## src/core/gpd_pkg.sv

```systemverilog
// Purpose: Constants for the GPIO pull-down control block
// Assumes: 16-bit register words, 13 GPIO pins
// Notes: Addresses are the device's register numbers
package gpd_pkg;
  localparam int GPD_PINS = 13;
  localparam int GPD_ADDR_W = 8;
  localparam int GPD_DATA_W = 16;
  localparam logic [7:0] GPD_PULLUP_ADDR = 8'h81;
  localparam logic [7:0] GPD_PULLDOWN_ADDR = 8'h82;
  localparam logic [12:0] GPD_PULL_RESET = 13'h0000;
  localparam logic [15:0] GPD_RDATA_ZERO = 16'h0000;
endpackage

```

## src/core/gpd_top.sv

```systemverilog
// Purpose: Pull-up and pull-down enable registers for 13 GPIO pins
// Assumes: Register port from the control interface, synchronous inputs
// Notes: Pull enables reach the pad only while the pin is an input
//
// Notes on behaviour
// - Thirteen pull-down enable bits, one per pin
// - Pull-down acts only while pin is input
// - State machine clear zeroes all enable bits
// - Enable bits default to zero at reset
// - Companion pull-up register, same bit positions
`timescale 1ns/10ps
`default_nettype none
module gpd_top
  import gpd_pkg::*;
#(
  parameter int PINS = GPD_PINS
) (
  // Clock, reset, enable
  input wire logic CLK_I,
  input wire logic RESET_I,
  input wire logic CE_I,
  // Register port
  input wire logic [GPD_ADDR_W-1:0] REG_ADDR_I,
  input wire logic REG_WR_I,
  input wire logic REG_RD_I,
  input wire logic [GPD_DATA_W-1:0] REG_WDATA_I,
  output logic [GPD_DATA_W-1:0] REG_RDATA_O,
  // Power state machine clear
  input wire logic SM_CLEAR_I,
  // Pin configuration and pad control
  input wire logic [PINS-1:0] PIN_IS_INPUT_I,
  output logic [PINS-1:0] PULLDOWN_ON_O,
  output logic [PINS-1:0] PULLUP_ON_O,
  output logic PULL_CONFLICT_O
);

  logic [PINS-1:0] pd_reg, pd_next;
  logic [PINS-1:0] pu_reg, pu_next;
  logic [PINS-1:0] pd_on_reg, pd_on_next;
  logic [PINS-1:0] pu_on_reg, pu_on_next;
  logic conflict_reg, conflict_next;
  logic [GPD_DATA_W-1:0] rdata_reg, rdata_next;
  logic wr_pd, wr_pu;

  assign wr_pd = REG_WR_I && (REG_ADDR_I == GPD_PULLDOWN_ADDR);
  assign wr_pu = REG_WR_I && (REG_ADDR_I == GPD_PULLUP_ADDR);

  // Clear beats a same-cycle write: the state machine owns reset
  always_comb begin
    pd_next = pd_reg;
    pu_next = pu_reg;
    if (SM_CLEAR_I) begin
      pd_next = GPD_PULL_RESET;
      pu_next = GPD_PULL_RESET;
    end else begin
      if (wr_pd) begin
        pd_next = REG_WDATA_I[PINS-1:0];
      end
      if (wr_pu) begin
        pu_next = REG_WDATA_I[PINS-1:0];
      end
    end
  end

  // Per-pin gating by direction
  genvar gi;
  generate
    for (gi = 0; gi < PINS; gi++) begin : g_pin
      assign pd_on_next[gi] = pd_reg[gi] & PIN_IS_INPUT_I[gi];
      assign pu_on_next[gi] = pu_reg[gi] & PIN_IS_INPUT_I[gi];
    end
  endgenerate

  // Flag only; the pad keeps both as asked, software must avoid it
  assign conflict_next = |(pd_reg & pu_reg);

  always_comb begin
    rdata_next = rdata_reg;
    if (REG_RD_I) begin
      if (REG_ADDR_I == GPD_PULLDOWN_ADDR) begin
        rdata_next = GPD_RDATA_ZERO;
        rdata_next[PINS-1:0] = pd_reg;
      end else if (REG_ADDR_I == GPD_PULLUP_ADDR) begin
        rdata_next = GPD_RDATA_ZERO;
        rdata_next[PINS-1:0] = pu_reg;
      end else begin
        rdata_next = GPD_RDATA_ZERO;
      end
    end
  end

  always_ff @(posedge CLK_I or posedge RESET_I) begin
    if (RESET_I) begin
      pd_reg <= GPD_PULL_RESET;
      pu_reg <= GPD_PULL_RESET;
      pd_on_reg <= GPD_PULL_RESET;
      pu_on_reg <= GPD_PULL_RESET;
      conflict_reg <= 1'b0;
      rdata_reg <= GPD_RDATA_ZERO;
    end else if (CE_I) begin
      pd_reg <= pd_next;
      pu_reg <= pu_next;
      pd_on_reg <= pd_on_next;
      pu_on_reg <= pu_on_next;
      conflict_reg <= conflict_next;
      rdata_reg <= rdata_next;
    end
  end

  assign PULLDOWN_ON_O = pd_on_reg;
  assign PULLUP_ON_O = pu_on_reg;
  assign PULL_CONFLICT_O = conflict_reg;
  assign REG_RDATA_O = rdata_reg;

  // Checks
  // Write then read on the very next cycle sees the new word
  wr_pd_a: assert property (
    @(posedge CLK_I) disable iff (RESET_I)
    CE_I && wr_pd && !SM_CLEAR_I ##1 CE_I && REG_RD_I &&
    REG_ADDR_I == GPD_PULLDOWN_ADDR && !SM_CLEAR_I && !wr_pd
    |=> REG_RDATA_O[PINS-1:0] == $past(REG_WDATA_I[PINS-1:0], 2))
    else $error("pull-down write not read back");

  rd_pd_a: assert property (
    @(posedge CLK_I) disable iff (RESET_I)
    CE_I && REG_RD_I && REG_ADDR_I == GPD_PULLDOWN_ADDR
    |=> REG_RDATA_O[PINS-1:0] == $past(pd_reg))
    else $error("pull-down read data wrong");

  // Upper bits of the word have no pin behind them
  rd_upper_a: assert property (
    @(posedge CLK_I) disable iff (RESET_I)
    REG_RDATA_O[GPD_DATA_W-1:PINS] == '0)
    else $error("unused read bits set");

  rd_other_a: assert property (
    @(posedge CLK_I) disable iff (RESET_I)
    CE_I && REG_RD_I && REG_ADDR_I != GPD_PULLDOWN_ADDR &&
    REG_ADDR_I != GPD_PULLUP_ADDR |=> REG_RDATA_O == '0)
    else $error("other address read not zero");

  // Read data stands until the next accepted read
  rd_hold_a: assert property (
    @(posedge CLK_I) disable iff (RESET_I)
    CE_I && !REG_RD_I |=> $stable(REG_RDATA_O))
    else $error("read data moved without a read");

  wr_other_a: assert property (
    @(posedge CLK_I) disable iff (RESET_I)
    CE_I && !SM_CLEAR_I && !wr_pd |=> $stable(pd_reg))
    else $error("pull-down changed without a write");

  gate_dir_a: assert property (
    @(posedge CLK_I) disable iff (RESET_I)
    CE_I |=> (PULLDOWN_ON_O & ~$past(PIN_IS_INPUT_I)) == '0)
    else $error("pull-down on a non-input pin");

  gate_on_a: assert property (
    @(posedge CLK_I) disable iff (RESET_I)
    CE_I && !SM_CLEAR_I && !wr_pd ##1 CE_I
    |=> PULLDOWN_ON_O == ($past(pd_reg) & $past(PIN_IS_INPUT_I)))
    else $error("pull-down not applied to input pin");

  conflict_a: assert property (
    @(posedge CLK_I) disable iff (RESET_I)
    CE_I |=> PULL_CONFLICT_O == (($past(pd_reg) & $past(pu_reg)) != '0))
    else $error("conflict flag wrong");

  sm_clear_a: assert property (
    @(posedge CLK_I) disable iff (RESET_I)
    CE_I && SM_CLEAR_I |=> pd_reg == '0 && pu_reg == '0 ##1
    (!CE_I || PULLDOWN_ON_O == '0))
    else $error("clear left enables set");

  // A write racing the clear must lose
  clr_wins_a: assert property (
    @(posedge CLK_I) disable iff (RESET_I)
    CE_I && SM_CLEAR_I && wr_pd |=> pd_reg == '0)
    else $error("write beat the clear");

  reset_dflt_a: assert property (
    @(posedge CLK_I)
    $fell(RESET_I) |-> pd_reg == '0 && pu_reg == '0 &&
    PULLDOWN_ON_O == '0)
    else $error("enables not zero after reset");

  wr_pu_a: assert property (
    @(posedge CLK_I) disable iff (RESET_I)
    CE_I && wr_pu && !SM_CLEAR_I |=> pu_reg == $past(REG_WDATA_I[PINS-1:0]))
    else $error("pull-up write lost");

  pu_read_a: assert property (
    @(posedge CLK_I) disable iff (RESET_I)
    CE_I && REG_RD_I && REG_ADDR_I == GPD_PULLUP_ADDR
    |=> REG_RDATA_O[PINS-1:0] == $past(pu_reg))
    else $error("pull-up read data wrong");

  pu_gate_a: assert property (
    @(posedge CLK_I) disable iff (RESET_I)
    CE_I |=> (PULLUP_ON_O & ~$past(PIN_IS_INPUT_I)) == '0)
    else $error("pull-up on a non-input pin");

  freeze_a: assert property (
    @(posedge CLK_I) disable iff (RESET_I)
    !CE_I |=> $stable(pd_reg) && $stable(REG_RDATA_O))
    else $error("state moved with enable low");

  pd_apply_c: cover property (@(posedge CLK_I) disable iff (RESET_I)
    CE_I && wr_pd ##2 PULLDOWN_ON_O != '0);
  conflict_c: cover property (@(posedge CLK_I) disable iff (RESET_I)
    $rose(PULL_CONFLICT_O));
  clear_c: cover property (@(posedge CLK_I) disable iff (RESET_I)
    pd_reg != '0 ##1 CE_I && SM_CLEAR_I);
  b2b_c: cover property (@(posedge CLK_I) disable iff (RESET_I)
    CE_I && wr_pd ##1 CE_I && REG_RD_I && !wr_pd);
  freeze_c: cover property (@(posedge CLK_I) disable iff (RESET_I)
    !CE_I && REG_WR_I ##1 CE_I);

endmodule
`default_nettype wire

```

## config.mk

```make
export PLATFORM = sky130hd
export DESIGN_NAME = gpd_top
export DESIGN_NICKNAME = d
export VERILOG_FILES = /design/src/core/gpd_pkg.sv /design/src/core/gpd_top.sv
export SDC_FILE = /design/constraint.sdc
export NUM_CORES = 1
export LEC_CHECK = 0
export ABC_CLOCK_PERIOD_IN_PS = 5200
export BUFFER_PORTS_ARGS = -buffer_cell sky130_fd_sc_hd__buf_2
export CELL_PAD_IN_SITES_DETAIL_PLACEMENT = 1
export CELL_PAD_IN_SITES_GLOBAL_PLACEMENT = 1
export CORE_AREA = 2 2 142 75
export DETAILED_ROUTE_END_ITERATION = 16
export DIE_AREA = 0 0 144 77
export GPL_TIMING_DRIVEN = 0
export PLACE_DENSITY = 0.7
export SETUP_SLACK_MARGIN = 0.05
export SLEW_MARGIN = 5
export SYNTH_ARGS = -nofsm -noshare
export SYNTH_HDL_FRONTEND = slang
export SYNTH_SLANG_ARGS = --single-unit
```

## constraint.sdc

```tcl
create_clock -name CLK_I -period 5.2 [get_ports CLK_I]
set_clock_uncertainty 0.15 [all_clocks]
set_input_delay 0.26 -clock CLK_I [delete_from_list [all_inputs] [get_ports CLK_I]]
set_output_delay 0.26 -clock CLK_I [all_outputs]
set_load 0.01 [all_outputs]
```

==> results of run 1 <==
## cells by family after synthesis
family,Yosys count,synth area share [%]
AOI/OAI and AO/OA,87,21.62
buffers and inverters,52,7.427
DFF,66,57.67
muxes,5,1.748
other,1,0.1309
and+or+nand+nor,59,11.40
## worst max-delay path, delay by kind of cell
family | cells | cell delay (ns)
AO/OA/AOI/OAI | 1 | 0.22
buffers and inverters | 3 | 1.05
AND/OR/NAND/NOR | 1 | 0.27
## layout by cell type, fill, tap and decap left out, drive strengths merged
master / count
buf: 85
dfrtp: 66
inv: 33
nand3: 29
o21ai: 27
clkbuf: 26
a22o: 19
nand2: 18
a22oi: 18
o31ai: 13
o2bb2ai: 5
mux2i: 5
nand4: 4
nor2b: 3
conb: 3
o22ai: 2
nor4: 1
a21bo: 1
nor2: 1
and4: 1
nor3b: 1
a222oi: 1
o22a: 1
and2: 1
clkinv: 1
bufinv: 1
dlygate4sd3: 1
## path summary, 6_finish.rpt
check                               startpoint                to  cells past startpoint
worst max-delay path                      CE_I   PULL_CONFLICT_O                      5
worst min-delay path                SM_CLEAR_I        pd_reg[12]                      2
worst max register to register       pu_reg[6]   PULL_CONFLICT_O                      3
worst min register to register  REG_RDATA_O[3]    REG_RDATA_O[3]                      2
max in group asynchronous              RESET_I    PULLUP_ON_O[5]                      3
min in group asynchronous              RESET_I  PULLDOWN_ON_O[9]                      3
## layer usage
| metal | up-vias | part of all wire, % | track usage (%) |
|---|---|---|---|
| met5 | - | 0 | 0 |
| met4 | 0 | 0.72 | 3.725 |
| met3 | 7 | 7.8 | 6.621 |
| met2 | 76 | 43 | 25.33 |
| met1 | 1257 | 49 | 25.19 |
| li1 | 1149 | - | - |
## layout make-up
type                            instances  share of cell area, %
Inverter                               33                  3.361
Clock inverter                          2                 0.9318
Timing Repair Buffer                   80                  10.78
Clock buffer                           13                  7.188
Sequential cell                        66                  43.93
Buffer                                 19                  2.363
Multi-Input combinational cell        154                  26.79
Tap cell                              140                  4.659
## where the power goes
group	leakage (nW)	total (mW)	switching, mW	internal, mW
clock	0.152	0.623	0.216	0.407
combinational	0.722	0.0939	0.0625	0.0315
sequential	0.914	0.537	0.0115	0.526
total	1.79	1.25	0.290	0.964
## repair_timing
action | 4_1_cts | 5_1_grt
hold endpoints to repair | 23 | 0
hold buffers | 1 | 0
buffers inserted | 0 | 0
## metrics by stage
step           util, %  area, um2  hold slack [ns]  cells  setup WS (ns)
6_report         38.14       3760          0.01617    507          3.459
5_1_grt          38.14       3760          0.01114    507          3.360
4_1_cts          38.14       3760         0.005077    507          3.497
3_5_place_dp     34.95       3445           0.3202    491          3.156
3_3_place_gp     34.92       3442           0.3137    491          2.330
2_1_floorplan        -       2872           0.1991    272          3.135
==> metrics.txt, run 1 <==
HPWL after detailed placement 6.798 mm; crit-path cells buf_2 -> clkbuf_1 -> clkbuf_1 -> nand4_1 -> o22a_1; nets 406; clk slew on worst S/H paths 0.05 ns; CP endpoint kind register; total power draw 1.254 mW; WL final 9.191 mm; Primary FF master, synth dfrtp_1; Fin. Hold Viols 0; diodes inserted 0; most common cell in the netlist dfrtp_1; first-pass GRT wire length 14.60 mm; vias in the first global route 2671; Final GP Congestion 0.8064; post-cts resize count 0; total negative slack 0 ns; CTS Buf Count 9; Syn Std Cell Area 0.002864 mm2; Worst Path Max Fanout 10; max-cap violation count 0; Hold WC Path Type in2reg; H-tree levels 3; layout cells sized above 1 28.34%; Arr. time, crit path 1.80 ns; WP data required 5.26 ns; GR Util All Layers 17.62%; FF-to-FF setup slack 3.83 ns; Area Growth Syn to Fin 31.28%; Yosys top cell by area dfrtp_1; Final min period 1.741 ns; maximum clock frequency 0.5745 GHz; Mapped Cells 270; Avg Cell Area, Syn 10.61 um2; Via density 4.909; critical path's most frequent cell clkbuf_1; pwr dens 333.6 mW/mm2; FP Rows 26; Core Box Area 0.009857 mm2; Clk Latency, worst-skew pair 0.33 ns; status finished clean; Synth Register Bits 66; slew at the pin with the worst max-slew slack 0.8370 ns; Slowest cell on crit path clkbuf_1; post-DR wirelength/cell 18.13 um; ANT nets after route 0; clock root cell clkbuf_16; crit start category input port; Setup CP Type in2reg; detailed-route via count 2489; Final Max Tran Viols 0; Synth top cells by count dfrtp_1, inv_1, nand3_1; Port Buffers 79; CTS tree yes; Period Utilization, post-route 33.47%; total grt overflow 0; total die area 0.01109 mm2; VDD IR-drop max 167.9 uV; initial antenna violation count 1; distinct cell type count after synthesis 27; DRC 0; largest net degree at the start of global routing 67; RSZ-0062 raised after global routing false; Slew headroom 44.20%; Layout fillers 1136; Synth warnings 0; area occupied by registers 0.001652 mm2; Final setup viols 0; Leak 1.788 nW; die height 77 um; first-pass iteration count of the detailed router 4; EDFF count, synth 0; die width 144 um; largest stage delay on the critical path 0.55 ns; clk buf depth 2; DRT iter0 DRCs 150; I/O pins 86; clock sink total 66; Multi-input gate area 0.001007 mm2; register area share after synthesis 57.67%; asr flop ratio synth 100.0%; post-synth top area share 57.67%; synth top area cells dfrtp_1, a22o_1, nand3_1; starting density of the core 29.06%
Power figures use the tool's default switching activity.
==> inputs of run 2 (changes only) <==
--- a/config.mk
+++ b/config.mk
@@ -5,15 +5,16 @@
 export SDC_FILE = /design/constraint.sdc
 export NUM_CORES = 1
 export LEC_CHECK = 0
-export ABC_CLOCK_PERIOD_IN_PS = 5200
+export ABC_AREA = 1
+export ABC_CLOCK_PERIOD_IN_PS = 1780
 export BUFFER_PORTS_ARGS = -buffer_cell sky130_fd_sc_hd__buf_2
 export CELL_PAD_IN_SITES_DETAIL_PLACEMENT = 1
 export CELL_PAD_IN_SITES_GLOBAL_PLACEMENT = 1
-export CORE_AREA = 2 2 142 75
+export CORE_AREA = 2 2 149 78
 export DETAILED_ROUTE_END_ITERATION = 16
-export DIE_AREA = 0 0 144 77
+export DIE_AREA = 0 0 151 80
 export GPL_TIMING_DRIVEN = 0
-export PLACE_DENSITY = 0.7
+export PLACE_DENSITY = 0.74
 export SETUP_SLACK_MARGIN = 0.05
 export SLEW_MARGIN = 5
 export SYNTH_ARGS = -nofsm -noshare
==> constraint.sdc (replaced) <==
create_clock -name CLK_I -period 1.78 [get_ports CLK_I]
set_clock_uncertainty 0.15 [all_clocks]
set_input_delay 0.089 -clock CLK_I [delete_from_list [all_inputs] [get_ports CLK_I]]
set_output_delay 0.089 -clock CLK_I [all_outputs]
set_load 0.01 [all_outputs]
==> metrics.txt, run 2 <==
Clk Latency, worst-skew pair 0.33 ns (about the same); total grt overflow 0 (unchanged); commonest cells after routing, fill and taps aside nand2_1, buf_2, dfrtp_1; Area Growth Syn to Fin 41.06%; RSZ-0062 raised after global routing false; ANT nets after route 0 (unchanged); Period Utilization, post-route 85.10%; distinct cell type count after synthesis 18 (-33%); vias in the first global route 3376 (+26%); Core Box Area 0.01074 mm2 (+9.0%); P_sw 1.087 mW (+270%); first-pass GRT wire length 17.53 mm (+20%); share of total power in the clock network 49.1% (-0.6 points); EDFF count, synth 0 (unchanged); GR Util All Layers 19.61% (+2.0 points); crit start category input port; I/O pins 86 (unchanged); clk buf depth 2 (unchanged); Synth Register Bits 66 (unchanged); Primary FF master, synth dfrtp_1; final worst slack 0.2651 ns (-3.194 ns); synth top area cells dfrtp_1, nand2_1, nand3_1; Final GP Congestion 0.8831 (+9.5%); CTS Buf Count 9 (unchanged); Synth warnings 0 (unchanged); Final min period 1.515 ns; starting density of the core 29.76% (+0.70 points); Mapped Cells 428 (+59%); asr flop ratio synth 100.0% (unchanged); Fin. Hold Viols 0 (unchanged); first-pass iteration count of the detailed router 4 (unchanged); crit-path cells dlygate4sd3_1 -> buf_2 -> inv_1 -> nor2_1 -> dlygate4sd3_1 -> nand3_1 -> nand2_1; most common cell after layout, fill and taps aside nand2_1; largest net degree at the start of global routing 24 (-64%); max-cap violation count 0 (unchanged); maximum clock frequency 0.6601 GHz; Via density 4.532 (-7.7%); Leak 2.602 nW (+46%); critical path's most frequent cell dlygate4sd3_1; post-synth top area share 51.66% (-6.0 points); H-tree levels 3 (unchanged); Arr. time, crit path 1.64 ns (-0.16 ns); detailed-route via count 3186 (+28%); CTS tree yes; initial antenna violation count 0 (-1); VDD IR-drop max 466.7 uV (+180%); Reg power frac 39.0% (-3.8 points); Synth top cells by count nand2_1, dfrtp_1, nand3_1; Syn Std Cell Area 0.003197 mm2 (+12%); FP Rows 27 (+3.8%); die width 151 um (+4.9%); die height 80 um (+3.9%); Port Buffers 78 (-1.3%); clk slew on worst S/H paths 0.05 ns (about the same); post-DR wirelength/cell 15.21 um (-16%); Final setup viols 0 (unchanged); pwr dens 990.7 mW/mm2 (+200%); total negative slack 0 ns (unchanged); Int Pwr 3.381 mW (+250%); Post-Place Worst Slack 0.3835 ns (-2.773 ns); CP endpoint kind register; status finished clean; Hold WC Path Type in2reg; clock sink total 66 (unchanged); nets 596 (+47%); diodes inserted 0 (unchanged); Slew headroom 66.32% (+22 points); slew at the pin with the worst max-slew slack 0.5052 ns (-0.3317 ns); HPWL after detailed placement 8.237 mm (+21%); clock root cell clkbuf_16; total die area 0.01208 mm2 (+8.9%); layout cells sized above 1 22.58% (-5.8 points); Slowest cell on crit path dlygate4sd3_1; Yosys top cell by area dfrtp_1; DRC 0 (unchanged); sw frac 24.32% (+1.2 points); Worst Path Max Fanout 2 (-8); Avg Cell Area, Syn 7.469 um2 (-30%); WP data required 1.90 ns (-3.36 ns); largest stage delay on the critical path 0.60 ns (+0.05 ns); combinational group share of total power 11.9% (+4.4 points); register area share after synthesis 51.66% (-6.0 points); most common cell in the netlist nand2_1; DRT iter0 DRCs 155 (+3.3%); WL final 10.70 mm (+16%); Setup CP Type in2reg; Final Max Tran Viols 0 (unchanged)
==> run 2: changes by cell type after synthesis, sizes merged, moves of 13 or more <==
cell and delta:
o31ai -13, o21ai -18, a22o -19, nand2 +185
a22oi -18, nor2 +36, nand3 +21
==> run 2: final timing paths <==
| kind | startpoint | endpoint | slack [ns] | depth (start not counted) |
|---|---|---|---|---|
| hold / removal | REG_WR_I | pd_reg[11] | 0.03 | 5 |
| setup reg to reg | pu_reg[1] | PULL_CONFLICT_O | 0.58 | 6 |
| max in group asynchronous | RESET_I | pd_reg[7] | 0.61 | 5 |
| min in group asynchronous | RESET_I | PULLDOWN_ON_O[6] | 0.18 | 3 |
| hold reg to reg | REG_RDATA_O[11] | REG_RDATA_O[11] | 0.32 | 2 |
| setup / recovery | REG_WDATA_I[9] | pd_reg[9] | 0.27 | 7 |
==> run 2: through the flow <==
stage / cells / power (mW) / area [um2] / utilization [%] / hold slack [ns]
2_1_floorplan: 430 / 1.989 / 3208 / - / 0.07667
6_report: 703 / 4.468 / 4509 / 41.98 / 0.03243
3_5_place_dp: 655 / 2.244 / 3820 / 35.56 / -0.007841
5_1_grt: 703 / 4.689 / 4509 / 41.98 / 0.04730
4_1_cts: 703 / 4.509 / 4508 / 41.96 / 0.02257
3_3_place_gp: 653 / 2.208 / 3780 / 35.19 / 0.1889
==> run 2: final cells by class <==
| class | count | area, um2 |
|---|---|---|
| Inverter | 40 | 153.9 |
| Buffer | 21 | 138.9 |
| Sequential cell | 66 | 1652 |
| Timing Repair Buffer | 112 | 750.7 |
| Tap cell | 145 | 181.4 |
| Clock buffer | 11 | 242.7 |
| Clock inverter | 5 | 125.1 |
| Fill cell | 1350 | 6233 |
| Multi-Input combinational cell | 303 | 1265 |
==> run 2: critical path: cells and delay by family <==
| kind | cells | cell delay [ns] |
|---|---|---|
| simple gates | 3 | 0.29 |
| buf+inv | 4 | 1.25 |
==> run 2: cells by family (layout without fill, tap and decap cells) <==
logic type             after synthesis  after routing  synth area share, %
other                                1              3               0.1173
DFF                                 66             66                51.66
and+or+nand+nor                    290            290                37.65
AOI/OAI and AO/OA                   10             10                1.565
buffers and inverters               61            189                9.001
==> run 2: what timing repair did <==
item | in CTS | in global routing
endpoints found under the hold margin | 98 | 0
setup endpoints to repair | 0 | 1
buffers inserted | 0 | 0
hold buffers | 32 | 0
gates resized for setup | 0 | 2
==> run 2: power groups by stage <==
stage               combinational, mW  clock (mW)  sequential, mW
detailed placement              0.479           0            1.76
global route                    0.601        2.33            1.76
global placement                0.450           0            1.76
finish                          0.530        2.19            1.74
floorplan                       0.257           0            1.73
CTS                             0.536        2.23            1.74
==> run 2: per-layer routing <==
metal  share of wire [%]  wire length (um)  global-route usage, %
met1                  51              5482                  28.06
met2                  42              4520                  29.86
met3                 6.2               658                  4.457
met4                0.32                34                  5.047
met5                   0                 0                      0
==> inputs of run 3 (changes only) <==
--- a/config.mk
+++ b/config.mk
@@ -5,16 +5,16 @@
 export SDC_FILE = /design/constraint.sdc
 export NUM_CORES = 1
 export LEC_CHECK = 0
-export ABC_AREA = 1
+export ABC_AREA = 0
 export ABC_CLOCK_PERIOD_IN_PS = 1780
 export BUFFER_PORTS_ARGS = -buffer_cell sky130_fd_sc_hd__buf_2
 export CELL_PAD_IN_SITES_DETAIL_PLACEMENT = 1
 export CELL_PAD_IN_SITES_GLOBAL_PLACEMENT = 1
-export CORE_AREA = 2 2 149 78
+export CORE_AREA = 2 2 142 75
 export DETAILED_ROUTE_END_ITERATION = 16
-export DIE_AREA = 0 0 151 80
+export DIE_AREA = 0 0 144 77
 export GPL_TIMING_DRIVEN = 0
-export PLACE_DENSITY = 0.74
+export PLACE_DENSITY = 0.7
 export SETUP_SLACK_MARGIN = 0.05
 export SLEW_MARGIN = 5
 export SYNTH_ARGS = -nofsm -noshare
==> metrics.txt, run 3 (same netlist as run 1, synthesis figures left out) <==
status finished clean; die height 77 um (-3.8%); final worst slack 0.1102 ns (-0.1549 ns); largest stage delay on the critical path 0.53 ns (-0.07 ns); Clk Latency, worst-skew pair 0.33 ns (about the same); total grt overflow 0 (unchanged); Slew headroom 50.39% (-16 points); first-pass iteration count of the detailed router 4 (unchanged); first-pass GRT wire length 15.37 mm (-12%); Leak 1.918 nW (-26%); HPWL after detailed placement 7.114 mm (-14%); detailed-route via count 2607 (-18%); Multi-input gate area 0.001012 mm2 (-20%); H-tree levels 3 (unchanged); Core Box Area 0.009857 mm2 (-8.2%); total die area 0.01109 mm2 (-8.2%); Hold WC Path Type in2reg; GR Util All Layers 18.56% (-1.0 points); Final min period 1.670 ns (+0.1549 ns); largest net degree at the start of global routing 37 (+54%); maximum clock frequency 0.5989 GHz (-9.3%); FP Rows 26 (-3.7%); total negative slack 0 ns (unchanged); Final GP Congestion 0.7753 (-12%); most common cell after layout, fill and taps aside buf_2; post-DR wirelength/cell 17.70 um (+16%); commonest cells after routing, fill and taps aside buf_2, dfrtp_1, inv_1; placed cell count 492 (-25%); max-cap violation count 0 (unchanged); layout cells sized above 1 26.63% (+4.1 points); CTS tree yes; slew at the pin with the worst max-slew slack 0.7426 ns (+0.2374 ns); VDD IR-drop max 416.7 uV (-11%); CP top delay family buffers and inverters; Slowest cell on crit path dlygate4sd3_1; starting density of the core 29.06% (-0.70 points); worst path bufs/invs 3 (-1); critical path's most frequent cell buf_2; Final Non-Filler Cells 538 (-23%); Post-Place Worst Slack -0.1411 ns (-0.5246 ns); Setup CP Type in2reg; Port Buffers 79 (+1.3%); vias in the first global route 2822 (-16%); Period Utilization, post-route 93.81% (+8.7 points); crit-path cells dlygate4sd3_1 -> buf_2 -> and4_1 -> o21ai_1 -> buf_2 -> a22o_1; Final Max Tran Viols 0 (unchanged); CP endpoint kind register; pwr dens 898.1 mW/mm2 (-9.4%); Final setup viols 0 (unchanged); area occupied by registers 0.001652 mm2 (unchanged); I/O pins 86 (unchanged); Worst Path Max Fanout 10 (+8); RSZ-0062 raised after global routing false; Layout fillers 1134 (-16%); die width 144 um (-4.6%); CTS Buf Count 9 (unchanged); ANT nets after route 0 (unchanged); clk buf depth 2 (unchanged); clock root cell clkbuf_16; DRC 0 (unchanged); nets 436 (-27%); diodes inserted 0 (unchanged); clock sink total 66 (unchanged); Via density 4.846 (+6.9%); Fin. Hold Viols 0 (unchanged); Arr. time, crit path 1.78 ns (+0.14 ns); WL final 9.525 mm (-11%); initial antenna violation count 0 (unchanged); DRT iter0 DRCs 124 (-20%); WP data required 1.89 ns (about the same); Area Growth Syn to Fin 42.25%; crit start category input port; clk slew on worst S/H paths 0.05 ns (about the same)
## run 3: cell count changes in the layout (fill, tap and decap cells not counted), sizes merged, moves of 11 or more
cell | previous run | this run
a22o | 0 | 19
a22oi | 0 | 18
clkbuf | 17 | 28
nand2 | 203 | 18
nand3 | 50 | 29
nor2 | 37 | 1
o21ai | 9 | 27
o31ai | 0 | 13
## run 3: cell type report
type,instances,area share [%]
multi-input cells,154,24.85
well taps,140,4.300
clock buffers,15,7.310
plain buffers,19,2.181
clock inverters,1,0.1229
inverters,33,3.133
flip-flops and latches,66,40.54
repair buffers,110,17.57
## run 3: final timing paths
| kind | from | endpoint | slack [ns] | cells past startpoint |
|---|---|---|---|---|
| min in group asynchronous | RESET_I | PULLDOWN_ON_O[9] | 0.29 | 3 |
| worst max register to register | pd_reg[11] | PULL_CONFLICT_O | 0.42 | 3 |
| worst max-delay path | REG_WR_I | pd_reg[6] | 0.11 | 6 |
| max in group asynchronous | RESET_I | pu_reg[5] | 0.57 | 4 |
| worst min register to register | REG_RDATA_O[0] | REG_RDATA_O[0] | 0.32 | 2 |
| worst min-delay path | REG_ADDR_I[2] | pu_reg[11] | 0.04 | 4 |
## run 3: power by group
part / internal, mW / switching, mW
clock: 1.13 / 0.626
sequential: 1.54 / 0.0344
combinational: 0.137 / 0.194
## run 3: what timing repair did
action / CTS / global route
endpoints found under the hold margin: 81 / 0
buffers inserted: 0 / 0
resized for setup: 0 / 1
hold buffers: 30 / 0
endpoints found under the setup margin: 0 / 3
## run 3: worst register-to-register path: stages (launching register included)
cell and delay [ns]:
dfrtp_1 0.43, a22oi_1 0.23, nand4_1 0.20, o22a_1 0.23
## run 3: layer usage
metal | GRT usage [%] | part of all wire (%) | vias up
li1 | - | - | 1209
met1 | 26.02 | 47 | 1315
met2 | 27.81 | 44 | 78
met3 | 5.996 | 7.7 | 5
met4 | 4.412 | 0.71 | 0
met5 | 0 | 0 | -
## run 3: through the flow
stage | utilization, % | hold WS (ns) | cell area (um2) | power [mW]
finish | 41.33 | 0.03812 | 4074 | 3.659
global route | 41.33 | 0.05506 | 4074 | 3.803
CTS | 41.28 | 0.03142 | 4069 | 3.696
detailed placement | 35.16 | 0.1045 | 3466 | 1.880
global placement | 34.96 | 0.1657 | 3446 | 1.859
floorplan | - | 0.02807 | 2875 | 1.729
